$ cat config.mk
export PLATFORM = sky130hd
export DESIGN_NAME = instrument_common_command_unit
export DESIGN_NICKNAME = d
export VERILOG_FILES = /design/src/rtl/ccu_pkg.sv /design/src/rtl/panel_link_if.sv /design/src/rtl/front_panel_ctrl.sv /design/src/rtl/instrument_common_command_unit.sv
export SDC_FILE = /design/constraint.sdc
export NUM_CORES = 1
export LEC_CHECK = 0
export ABC_CLOCK_PERIOD_IN_PS = 9100
export BUFFER_PORTS_ARGS = -buffer_cell sky130_fd_sc_hd__buf_2
export CAP_MARGIN = 0
export CORE_MARGIN = 1
export CORE_UTILIZATION = 49
export CTS_BUF_LIST = sky130_fd_sc_hd__clkbuf_4
export DETAILED_ROUTE_END_ITERATION = 8
export PLACE_DENSITY = 0.65
export SLEW_MARGIN = 15
export SYNTH_ARGS = -nofsm -noshare
export SYNTH_HDL_FRONTEND = slang
export SYNTH_HIERARCHICAL = 1
export SYNTH_SLANG_ARGS = --single-unit
$ cat constraint.sdc
create_clock -name core_clk -period 9.1 [get_ports core_clk]
set_clock_uncertainty 0.2 [all_clocks]
set_input_delay 1.82 -clock core_clk [delete_from_list [all_inputs] [get_ports core_clk]]
set_output_delay 1.82 -clock core_clk [all_outputs]
set_load 0.05 [all_outputs]
$ cat src/rtl/ccu_pkg.sv
package ccu_pkg;

  // ****************************************************************
  // Timing
  // ****************************************************************
  localparam int unsigned CLK_HZ         = 100_000_000;
  localparam int unsigned XFER_TIME_MS   = 100;
  localparam int unsigned XFER_CYCLES    = XFER_TIME_MS * (CLK_HZ / 1000);
  localparam int unsigned OFF_HOLD_S     = 4;
  localparam int unsigned OFF_HOLD_CYCLES = OFF_HOLD_S * CLK_HZ;
  localparam int unsigned BLINK_HALF_MS  = 250;
  localparam int unsigned BLINK_CYCLES   = BLINK_HALF_MS * (CLK_HZ / 1000);

  // ****************************************************************
  // Status summary byte and enable mask layout
  // ****************************************************************
  localparam int STB_OPR_BIT = 7;
  localparam int STB_RQS_BIT = 6;
  localparam int STB_ESB_BIT = 5;
  localparam int STB_MAV_BIT = 4;
  localparam int STB_QST_BIT = 3;
  localparam int STB_ERQ_BIT = 2;
  localparam int STB_RUN_BIT = 0;
  localparam logic [7:0] REQ_USED_MASK = 8'hbc;
  localparam logic [7:0] REQ_MASK_INIT = 8'h00;

  // ****************************************************************
  // Memory cells
  // ****************************************************************
  localparam int unsigned     CELL_COUNT = 4;
  localparam logic [7:0]      CELL_FIRST = 8'h01;
  localparam logic [7:0]      CELL_LAST  = 8'h04;
  localparam logic [1:0]      CELL_DEFAULT_IDX = 2'h0;

  // ****************************************************************
  // Commands and states
  // ****************************************************************
  typedef enum logic [3:0] {
    CMD_RECALL     = 4'h0,
    CMD_SAVE       = 4'h1,
    CMD_REQ_MASK   = 4'h2,
    CMD_STB_QUERY  = 4'h3,
    CMD_TRIGGER    = 4'h4,
    CMD_SELF_TEST  = 4'h5,
    CMD_WAIT       = 4'h6,
    CMD_ABORT      = 4'h7,
    CMD_DISP_STATE = 4'h8,
    CMD_DISP_FLASH = 4'h9,
    CMD_DISP_TEST  = 4'ha
  } cmd_code_type;

  typedef enum logic [1:0] {
    ST_IDLE = 2'b00,
    ST_XFER = 2'b01,
    ST_HOLD = 2'b10
  } fsm_type;

endpackage : ccu_pkg

$ cat src/rtl/panel_link_if.sv
`timescale 1ns/10ps
interface panel_link_if;
  logic set_state;
  logic set_flash;
  logic set_test;
  logic set_value;
  logic power_switch_off;
  logic state_on;
  logic flash_on;
  logic test_on;
  logic display_active;
  logic display_dim;
  logic display_all_lit;

  modport ctrl (
    output set_state, set_flash, set_test, set_value, power_switch_off,
    input  state_on, flash_on, test_on, display_active, display_dim, display_all_lit
  );
  modport panel (
    input  set_state, set_flash, set_test, set_value, power_switch_off,
    output state_on, flash_on, test_on, display_active, display_dim, display_all_lit
  );
endinterface : panel_link_if

$ cat src/rtl/front_panel_ctrl.sv
`timescale 1ns/10ps
module front_panel_ctrl #(
  parameter int unsigned OFF_HOLD_CYCLES = ccu_pkg::OFF_HOLD_CYCLES,
  parameter int unsigned BLINK_CYCLES    = ccu_pkg::BLINK_CYCLES
) (
  input  wire logic    core_clk,
  input  wire logic    rst,
  panel_link_if.panel  pl
);

  typedef struct packed {
    logic        state_on;
    logic        flash_on;
    logic        test_on;
    logic [31:0] off_count;
    logic [31:0] blink_count;
    logic        blink_phase;
    logic        display_active;
    logic        display_dim;
    logic        display_all_lit;
  } panel_state_type;

  panel_state_type s;
  panel_state_type next_s;

  // ****************************************************************
  // Panel control
  // ****************************************************************
  always_comb begin
    next_s = s;
    if (pl.set_state) begin
      next_s.state_on = pl.set_value;
    end
    if (pl.set_flash) begin
      next_s.flash_on = pl.set_value;
    end
    if (pl.set_test) begin
      next_s.test_on = pl.set_value;
    end
    if (!pl.power_switch_off) begin
      next_s.off_count = 32'h0;
    end else if (s.off_count < OFF_HOLD_CYCLES) begin
      next_s.off_count = s.off_count + 32'h1;
    end else begin
      next_s.state_on = 1'b1;
    end
    if (!s.flash_on) begin
      next_s.blink_count = 32'h0;
      next_s.blink_phase = 1'b0;
    end else if (s.blink_count == BLINK_CYCLES - 1) begin
      next_s.blink_count = 32'h0;
      next_s.blink_phase = ~s.blink_phase;
    end else begin
      next_s.blink_count = s.blink_count + 32'h1;
    end
    next_s.display_active  = next_s.state_on;
    next_s.display_dim     = next_s.blink_phase;
    next_s.display_all_lit = next_s.test_on;
  end

  always_ff @(posedge core_clk or posedge rst) begin
    if (rst) begin
      s <= '{state_on: 1'b1, display_active: 1'b1, default: '0};
    end else begin
      s <= next_s;
    end
  end

  assign pl.state_on        = s.state_on;
  assign pl.flash_on        = s.flash_on;
  assign pl.test_on         = s.test_on;
  assign pl.display_active  = s.display_active;
  assign pl.display_dim     = s.display_dim;
  assign pl.display_all_lit = s.display_all_lit;

endmodule : front_panel_ctrl

$ cat src/rtl/instrument_common_command_unit.sv
`timescale 1ns/10ps
module instrument_common_command_unit #(
  parameter int          STATE_W         = 32,
  parameter int unsigned XFER_CYCLES     = ccu_pkg::XFER_CYCLES,
  parameter int unsigned OFF_HOLD_CYCLES = ccu_pkg::OFF_HOLD_CYCLES,
  parameter int unsigned BLINK_CYCLES    = ccu_pkg::BLINK_CYCLES
) (
  input  wire logic               core_clk,
  input  wire logic               rst,
  input  wire logic               cmd_valid,
  input  wire logic [3:0]         cmd_code,
  input  wire logic               cmd_is_query,
  input  wire logic               cmd_has_arg,
  input  wire logic [7:0]         cmd_arg,
  output logic                    cmd_ready,
  output logic                    resp_valid,
  output logic [7:0]              resp_data,
  output logic                    cmd_error,
  input  wire logic [STATE_W-1:0] live_state,
  output logic [STATE_W-1:0]      restore_state,
  output logic                    restore_strobe,
  input  wire logic               operation_summary_in,
  input  wire logic               event_summary_in,
  input  wire logic               message_available_in,
  input  wire logic               questionable_in,
  input  wire logic               error_queue_pending_in,
  input  wire logic               ops_pending,
  input  wire logic               bus_trigger_selected,
  input  wire logic               self_test_fail,
  input  wire logic               wait_trigger_set,
  output logic                    error_log_strobe,
  output logic                    sequencer_trigger,
  output logic                    sequencer_abort,
  output logic                    waiting_for_trigger_bit,
  output logic [7:0]              service_request_enable_mask,
  output logic [7:0]              status_summary_byte,
  output logic                    service_request,
  input  wire logic               power_switch_off,
  output logic                    display_active,
  output logic                    display_dim,
  output logic                    display_all_lit
);

  typedef struct packed {
    ccu_pkg::fsm_type                                fsm;
    logic [31:0]                                     count;
    logic                                            is_recall;
    logic [1:0]                                      cell_idx;
    logic [ccu_pkg::CELL_COUNT-1:0][STATE_W-1:0]     cells;
    logic [7:0]                                      req_mask;
    logic                                            trig_wait;
    logic                                            ready;
    logic                                            resp_valid;
    logic [7:0]                                      resp_data;
    logic                                            cmd_error;
    logic [STATE_W-1:0]                              restore_state;
    logic                                            restore_strobe;
    logic                                            error_log;
    logic                                            seq_trigger;
    logic                                            seq_abort;
    logic [7:0]                                      stb;
    logic                                            rqs;
    logic                                            set_state;
    logic                                            set_flash;
    logic                                            set_test;
    logic                                            set_value;
  } unit_state_type;

  unit_state_type s;
  unit_state_type next_s;
  logic [7:0]     stb_now;
  logic           query_only;
  logic           set_only;

  panel_link_if pl ();

  // ****************************************************************
  // Helpers
  // ****************************************************************
  function automatic logic [7:0] summary_byte(input logic [7:0] mask, input logic opr,
                                              input logic esb, input logic mav,
                                              input logic qst, input logic erq,
                                              input logic run);
    logic [7:0] b;
    b = 8'h00;
    b[ccu_pkg::STB_OPR_BIT] = opr;
    b[ccu_pkg::STB_ESB_BIT] = esb;
    b[ccu_pkg::STB_MAV_BIT] = mav;
    b[ccu_pkg::STB_QST_BIT] = qst;
    b[ccu_pkg::STB_ERQ_BIT] = erq;
    b[ccu_pkg::STB_RUN_BIT] = run;
    b[ccu_pkg::STB_RQS_BIT] = |(b & mask & ccu_pkg::REQ_USED_MASK);
    return b;
  endfunction : summary_byte

  function automatic logic bad_cell(input logic has_arg, input logic [7:0] arg);
    return has_arg && ((arg < ccu_pkg::CELL_FIRST) || (arg > ccu_pkg::CELL_LAST));
  endfunction : bad_cell

  // ****************************************************************
  // Command execution
  // ****************************************************************
  always_comb begin
    next_s = s;
    next_s.resp_valid     = 1'b0;
    next_s.cmd_error      = 1'b0;
    next_s.restore_strobe = 1'b0;
    next_s.error_log      = 1'b0;
    next_s.seq_trigger    = 1'b0;
    next_s.seq_abort      = 1'b0;
    next_s.set_state      = 1'b0;
    next_s.set_flash      = 1'b0;
    next_s.set_test       = 1'b0;
    stb_now = summary_byte(s.req_mask, operation_summary_in, event_summary_in,
                           message_available_in, questionable_in,
                           error_queue_pending_in,
                           (s.fsm != ccu_pkg::ST_IDLE) || ops_pending);
    query_only = (cmd_code == ccu_pkg::CMD_STB_QUERY) || (cmd_code == ccu_pkg::CMD_SELF_TEST);
    set_only   = (cmd_code == ccu_pkg::CMD_RECALL) || (cmd_code == ccu_pkg::CMD_SAVE) ||
                 (cmd_code == ccu_pkg::CMD_TRIGGER) || (cmd_code == ccu_pkg::CMD_WAIT) ||
                 (cmd_code == ccu_pkg::CMD_ABORT);
    case (s.fsm)
      ccu_pkg::ST_IDLE: begin
        if (cmd_valid) begin
          if ((query_only && !cmd_is_query) || (set_only && cmd_is_query)) begin
            next_s.cmd_error = 1'b1;
          end else begin
            case (cmd_code)
              ccu_pkg::CMD_RECALL, ccu_pkg::CMD_SAVE: begin
                if (bad_cell(cmd_has_arg, cmd_arg)) begin
                  next_s.cmd_error = 1'b1;
                end else begin
                  next_s.cell_idx  = cmd_has_arg ? (cmd_arg[1:0] - 2'h1)
                                                 : ccu_pkg::CELL_DEFAULT_IDX;
                  next_s.is_recall = (cmd_code == ccu_pkg::CMD_RECALL);
                  if (cmd_code == ccu_pkg::CMD_SAVE) begin
                    next_s.cells[next_s.cell_idx] = live_state;
                  end
                  next_s.count = 32'h0;
                  next_s.fsm   = ccu_pkg::ST_XFER;
                end
              end
              ccu_pkg::CMD_REQ_MASK: begin
                if (cmd_is_query) begin
                  next_s.resp_valid = 1'b1;
                  next_s.resp_data  = s.req_mask;
                end else begin
                  next_s.req_mask = cmd_arg;
                end
              end
              ccu_pkg::CMD_STB_QUERY: begin
                next_s.resp_valid = 1'b1;
                next_s.resp_data  = stb_now;
              end
              ccu_pkg::CMD_TRIGGER: begin
                next_s.seq_trigger = bus_trigger_selected;
              end
              ccu_pkg::CMD_SELF_TEST: begin
                next_s.resp_valid = 1'b1;
                next_s.resp_data  = {7'h00, self_test_fail};
                next_s.error_log  = self_test_fail;
              end
              ccu_pkg::CMD_WAIT: begin
                next_s.fsm = ccu_pkg::ST_HOLD;
              end
              ccu_pkg::CMD_ABORT: begin
                next_s.seq_abort = 1'b1;
                next_s.trig_wait = 1'b0;
              end
              ccu_pkg::CMD_DISP_STATE, ccu_pkg::CMD_DISP_FLASH,
              ccu_pkg::CMD_DISP_TEST: begin
                if (cmd_is_query) begin
                  next_s.resp_valid = 1'b1;
                  next_s.resp_data  = {7'h00,
                    (cmd_code == ccu_pkg::CMD_DISP_STATE) ? pl.state_on :
                    (cmd_code == ccu_pkg::CMD_DISP_FLASH) ? pl.flash_on : pl.test_on};
                end else begin
                  next_s.set_value = cmd_arg[0];
                  next_s.set_state = (cmd_code == ccu_pkg::CMD_DISP_STATE);
                  next_s.set_flash = (cmd_code == ccu_pkg::CMD_DISP_FLASH);
                  next_s.set_test  = (cmd_code == ccu_pkg::CMD_DISP_TEST);
                end
              end
              default: begin
                next_s.cmd_error = 1'b1;
              end
            endcase
          end
        end
      end
      ccu_pkg::ST_XFER: begin
        if (s.count == XFER_CYCLES - 1) begin
          next_s.fsm = ccu_pkg::ST_IDLE;
          if (s.is_recall) begin
            next_s.restore_state  = s.cells[s.cell_idx];
            next_s.restore_strobe = 1'b1;
          end
        end else begin
          next_s.count = s.count + 32'h1;
        end
      end
      ccu_pkg::ST_HOLD: begin
        if (!ops_pending) begin
          next_s.fsm = ccu_pkg::ST_IDLE;
        end
      end
      default: begin
        next_s.fsm = ccu_pkg::ST_IDLE;
      end
    endcase
    if (wait_trigger_set) begin
      next_s.trig_wait = 1'b1;
    end
    next_s.ready = (next_s.fsm == ccu_pkg::ST_IDLE);
    next_s.stb   = summary_byte(next_s.req_mask, operation_summary_in, event_summary_in,
                                message_available_in, questionable_in,
                                error_queue_pending_in,
                                (next_s.fsm != ccu_pkg::ST_IDLE) || ops_pending);
    next_s.rqs   = next_s.stb[ccu_pkg::STB_RQS_BIT];
  end

  always_ff @(posedge core_clk or posedge rst) begin
    if (rst) begin
      s <= '{fsm: ccu_pkg::ST_IDLE, req_mask: ccu_pkg::REQ_MASK_INIT, ready: 1'b1, default: '0};
    end else begin
      s <= next_s;
    end
  end

  // ****************************************************************
  // Front panel
  // ****************************************************************
  assign pl.set_state        = s.set_state;
  assign pl.set_flash        = s.set_flash;
  assign pl.set_test         = s.set_test;
  assign pl.set_value        = s.set_value;
  assign pl.power_switch_off = power_switch_off;

  front_panel_ctrl #(
    .OFF_HOLD_CYCLES (OFF_HOLD_CYCLES),
    .BLINK_CYCLES    (BLINK_CYCLES)
  ) u_panel (
    .core_clk (core_clk),
    .rst      (rst),
    .pl       (pl.panel)
  );

  // ****************************************************************
  // Outputs
  // ****************************************************************
  assign cmd_ready                   = s.ready;
  assign resp_valid                  = s.resp_valid;
  assign resp_data                   = s.resp_data;
  assign cmd_error                   = s.cmd_error;
  assign restore_state               = s.restore_state;
  assign restore_strobe              = s.restore_strobe;
  assign error_log_strobe            = s.error_log;
  assign sequencer_trigger           = s.seq_trigger;
  assign sequencer_abort             = s.seq_abort;
  assign waiting_for_trigger_bit     = s.trig_wait;
  assign service_request_enable_mask = s.req_mask;
  assign status_summary_byte         = s.stb;
  assign service_request             = s.rqs;
  assign display_active              = pl.display_active;
  assign display_dim                 = pl.display_dim;
  assign display_all_lit             = pl.display_all_lit;

endmodule : instrument_common_command_unit

### After elaboration in Yosys (flattened, before gate mapping)

Cells that the tools add are included.

* register bits: 301
* input port bits: 59
* output and inout port bits: 68
* logic and storage cells: 162

* add/subtract/negate cells: 4
* $lt $le $gt $ge: 6
* equal/unequal tests: 24
* multiplexer cells: 55
* bitwise logic cells: 6
* reduce and logical (&&, ||, !) cells: 36

Operators with widths (number)
* $mux W174: 2
* $mux W32: 6
* $mux W165: 1
* $mux W163: 1
* $bwmux W128: 1
* $mux W128: 1
* $add A32 B1 Y32 const B: 3
* $bmux W32 S2: 1
* $demux W32 S2: 1
* $pmux W32 S2: 1
* $mux W9: 4
* $pmux W9 S4: 1
* $mux W33: 1
* $eq A32 B24 Y1 const B: 1
* $eq A32 B25 Y1 const B: 1
* $lt A32 B29 Y1 const B: 1
* $mux W10: 2
* $mux W4: 5
* $reduce_and A6 Y1: 3
* $and A8 B8 Y8: 2
* $eq A4 B3 Y1 const B: 4
* $mux W1: 16
* $mux W8: 2
* $ne A2 B2 Y1 const B: 8
* other kinds (31): 62

### Depth between registers and ports, before layout

* depth after elaboration: 17
* gate-level depth with buffers: 9
* mapped depth without buffers: 7

### Cells and area by module

The synthesis kept the hierarchy.

By module, submodules not included
* instrument_common_command_unit: times used 1, cells each 799, area each 10742.8 um2, seq. area each 5806.8 um2
* front_panel_ctrl: times used 1, cells each 367, area each 3547.2 um2, seq. area each 1702.9 um2

### Worst setup path after synthesis

OpenSTA, ideal clock, no wires.

* path type: input port to flip-flop
* start point: input cmd_arg[5]
* end point: register (tool-made name)
* setup time: 125 ps
* arrival time: 3845 ps
* data required time: 8775 ps
* path slack: 4930 ps
* cell stages on the path: 7
* buffers on the path: 2
* cell sequence: or4_4 o41ai_4 nand2_2 or4_4 buf_6 buf_6 mux2_4

RTL lines
* start, declared: line instrument_common_command_unit.sv:14 `input wire logic [7:0] cmd_arg,`

==> flow_summary.json <==
{
  "worst_hold_slack_ns": 0.276,
  "r2r_slack_ns": 5.05,
  "finalHoldViolCount": 0,
  "ctsLongestPathBuffers": 3,
  "track_usage": 0.198,
  "overflow": 0,
  "endpoint_kind": "flip-flop",
  "irDropWorstVdd_mv": 0.146,
  "cts_max_level": 3,
  "layout.nets": 1337,
  "clock_sinks": 300,
  "seqCellArea_um2": 7510,
  "clk_pin_slew_worst_paths_ns": 0.06,
  "leakage_nw": 7.53,
  "post_cts_buffers": 0,
  "drtPass1Iterations": 4,
  "stdcell_area_um2": 15800,
  "drc": 0,
  "routed_via_density": 5.50,
  "drtIter0Drc": 624,
  "fmax_ghz": 0.200,
  "synth-seq-cells": 300,
  "grt_pass1_wl_um": 48400,
  "place_hpwl_um": 17700,
  "critical_path_arrival_ns": 5.35,
  "ys_seq_area_frac": 0.526,
  "setup_violations": 0,
  "grt_pass1_vias": 9609,
  "port_buffers": 125,
  "place_congestion": 0.807,
  "synth_top_area_frac": 0.522,
  "yosys_warnings": 6,
  "tightest_slew_ns": 1.09,
  "coreArea_um2": 28700,
  "ys_types": 68,
  "worstSetupStartpointType": "primary input",
  "synth-edff-count": 0,
  "rsz0062_at_grt": "no",
  "routed_wl_um": 28500,
  "drv_cap": 0,
  "grt_max_degree": 140,
  "die_width_um": 173,
  "rr_startpoint": "s[233]",
  "num_io_pins": 127,
  "fin_tns_setup_ns": 0,
  "maxSlewViolCount": 0,
  "post_drt_wl_per_cell_um": 16.6,
  "num_vias": 9414,
  "critPathKind": "in2reg",
  "antenna_left": 0,
  "synthesis.nets": 1230,
  "period_needed_ns": 5.01,
  "numCtsBuffers": 80,
  "rr_worst_depth": 5,
  "nFillCells": 2482,
  "die_y_um": 173,
  "multi_input_area_um2": 6040,
  "synth_area_per_cell_um2": 12.3,
  "holdBufCountCts": 0,
  "required_ns": 9.44,
  "critical_path.max_fanout": 32,
  "area_delta_synth_final_pct": 10.9,
  "synth_area_leader_cell": "dfrtp_1",
  "mostFrequentLayoutCells": "dfrtp_1 (296), mux2_2 (139), buf_2 (125)",
  "placed_cell_area_um2": 14800,
  "rows": 62,
  "syn_area_um2": 14300,
  "async_reset_ff_frac": 1.00,
  "clkLatencyLatePin_ns": 0.69,
  "run_status": "finished, final reports clean",
  "final.period_utilization": 0.551,
  "cts-resized-gates": 0,
  "syn_inst": 1166,
  "dieArea_um2": 29800,
  "final_common_cell": "dfrtp_1",
  "hp-class": "reg2reg",
  "cts_tree": "yes",
  "cts-root-buf": "clkbuf_4",
  "drive_above_1_share": 0.361,
  "synth_area_leaders": "dfrtp_1 (52%), mux2_2 (11%), mux4_2 (5.0%)",
  "cp-startpoint": "cmd_arg[5]",
  "relSlewSlack": 0.271,
  "synthFlopType": "dfrtp_1",
  "power_density_nw_per_um2": 176,
  "antenna_found_initial": 1,
  "start_util": 0.498
}
[layer usage]
layer | routed length (um) | part of all wire | global-route usage
met5 | 0 | 0 | 0
met1 | 13000 | 0.46 | 0.267
met4 | 583 | 0.020 | 0.0756
met3 | 1200 | 0.042 | 0.0451
met2 | 13600 | 0.48 | 0.313
[kinds of logic after synthesis]
logic type	after synthesis	synth area share
and+or+nand+nor	339	0.131
DFF	300	0.526
muxes	211	0.199
AOI/OAI and AO/OA	137	0.0630
buffers and inverters	134	0.0536
xor gates and xnor gates	39	0.0239
adders and majority gates	5	0.00438
other	1	0.000262
[worst min path at each step]
stage,cells after the start,slack [ns],startpoint,to
2_1_floorplan,1,0.25,u_panel/s[4],u_panel/s[4]
3_3_place_gp,2,0.26,resp_data[0],resp_data[0]
3_5_place_dp,2,0.27,resp_data[0],resp_data[0]
4_1_cts,2,0.29,resp_data[0],resp_data[0]
5_1_grt,1,0.30,u_panel/s[67],u_panel/s[67]
6_report,2,0.28,resp_data[0],resp_data[0]
[layout make-up]
| cell class | instances | area share |
|---|---|---|
| Tap cell | 384 | 0.0303 |
| Inverter | 23 | 0.00592 |
| Clock buffer | 104 | 0.0493 |
| Antenna cell | 1 | 0.000158 |
| Timing Repair Buffer | 136 | 0.0447 |
| Multi-Input combinational cell | 732 | 0.381 |
| Clock inverter | 32 | 0.0144 |
| Sequential cell | 300 | 0.474 |
[critical path: stages]
cell,delay (ns)
buf_2,0.10
or4_4,0.54
o41ai_4,0.31
and2_1,0.91
nand3_2,1.03
mux2_2,0.60
[where the power goes]
group | total [mW] | switching [mW] | internal (mW) | leakage (nW)
sequential | 1.41 | 0.0381 | 1.37 | 4.06
clock | 1.18 | 0.553 | 0.623 | 0.582
combinational | 0.199 | 0.132 | 0.0667 | 2.89
[stage by stage]
| step | utilization | total power [mW] | setup slack [ns] | cells |
|---|---|---|---|---|
| 6_report | 0.552 | 2.79 | 4.09 | 1712 |
| 5_1_grt | 0.552 | 2.94 | 3.89 | 1712 |
| 4_1_cts | 0.552 | 2.84 | 4.06 | 1711 |
| 3_5_place_dp | 0.517 | 1.64 | 3.28 | 1575 |
| 3_3_place_gp | 0.517 | 1.63 | 3.39 | 1575 |
| 2_1_floorplan | - | 1.58 | 0.720 | 1166 |
[synth_stat cells, types with 6 or more instances]
| cell type | n |
|---|---|
| nand3_1 | 42 |
| nor2_1 | 53 |
| nand4_1 | 27 |
| mux2_4 | 30 |
| buf_4 | 58 |
| a21oi_1 | 39 |
| o21ai_0 | 44 |
| and2_1 | 11 |
| o31ai_1 | 10 |
| buf_1 | 7 |
| xor2_1 | 27 |
| a22oi_1 | 9 |
| nand2_1 | 59 |
| mux2i_1 | 9 |
| or4_1 | 11 |
| inv_1 | 23 |
| mux4_2 | 32 |
| mux2_2 | 139 |
| nor3_1 | 20 |
| nor4_1 | 14 |
| dfrtp_1 | 298 |
| clkbuf_1 | 35 |
| nand2b_1 | 10 |
| and4_1 | 7 |
| and3_1 | 28 |
| or3_1 | 24 |
| buf_2 | 6 |
| nor2b_1 | 9 |
| xnor2_1 | 12 |
Note: power is estimated with default switching activity, not from simulation.
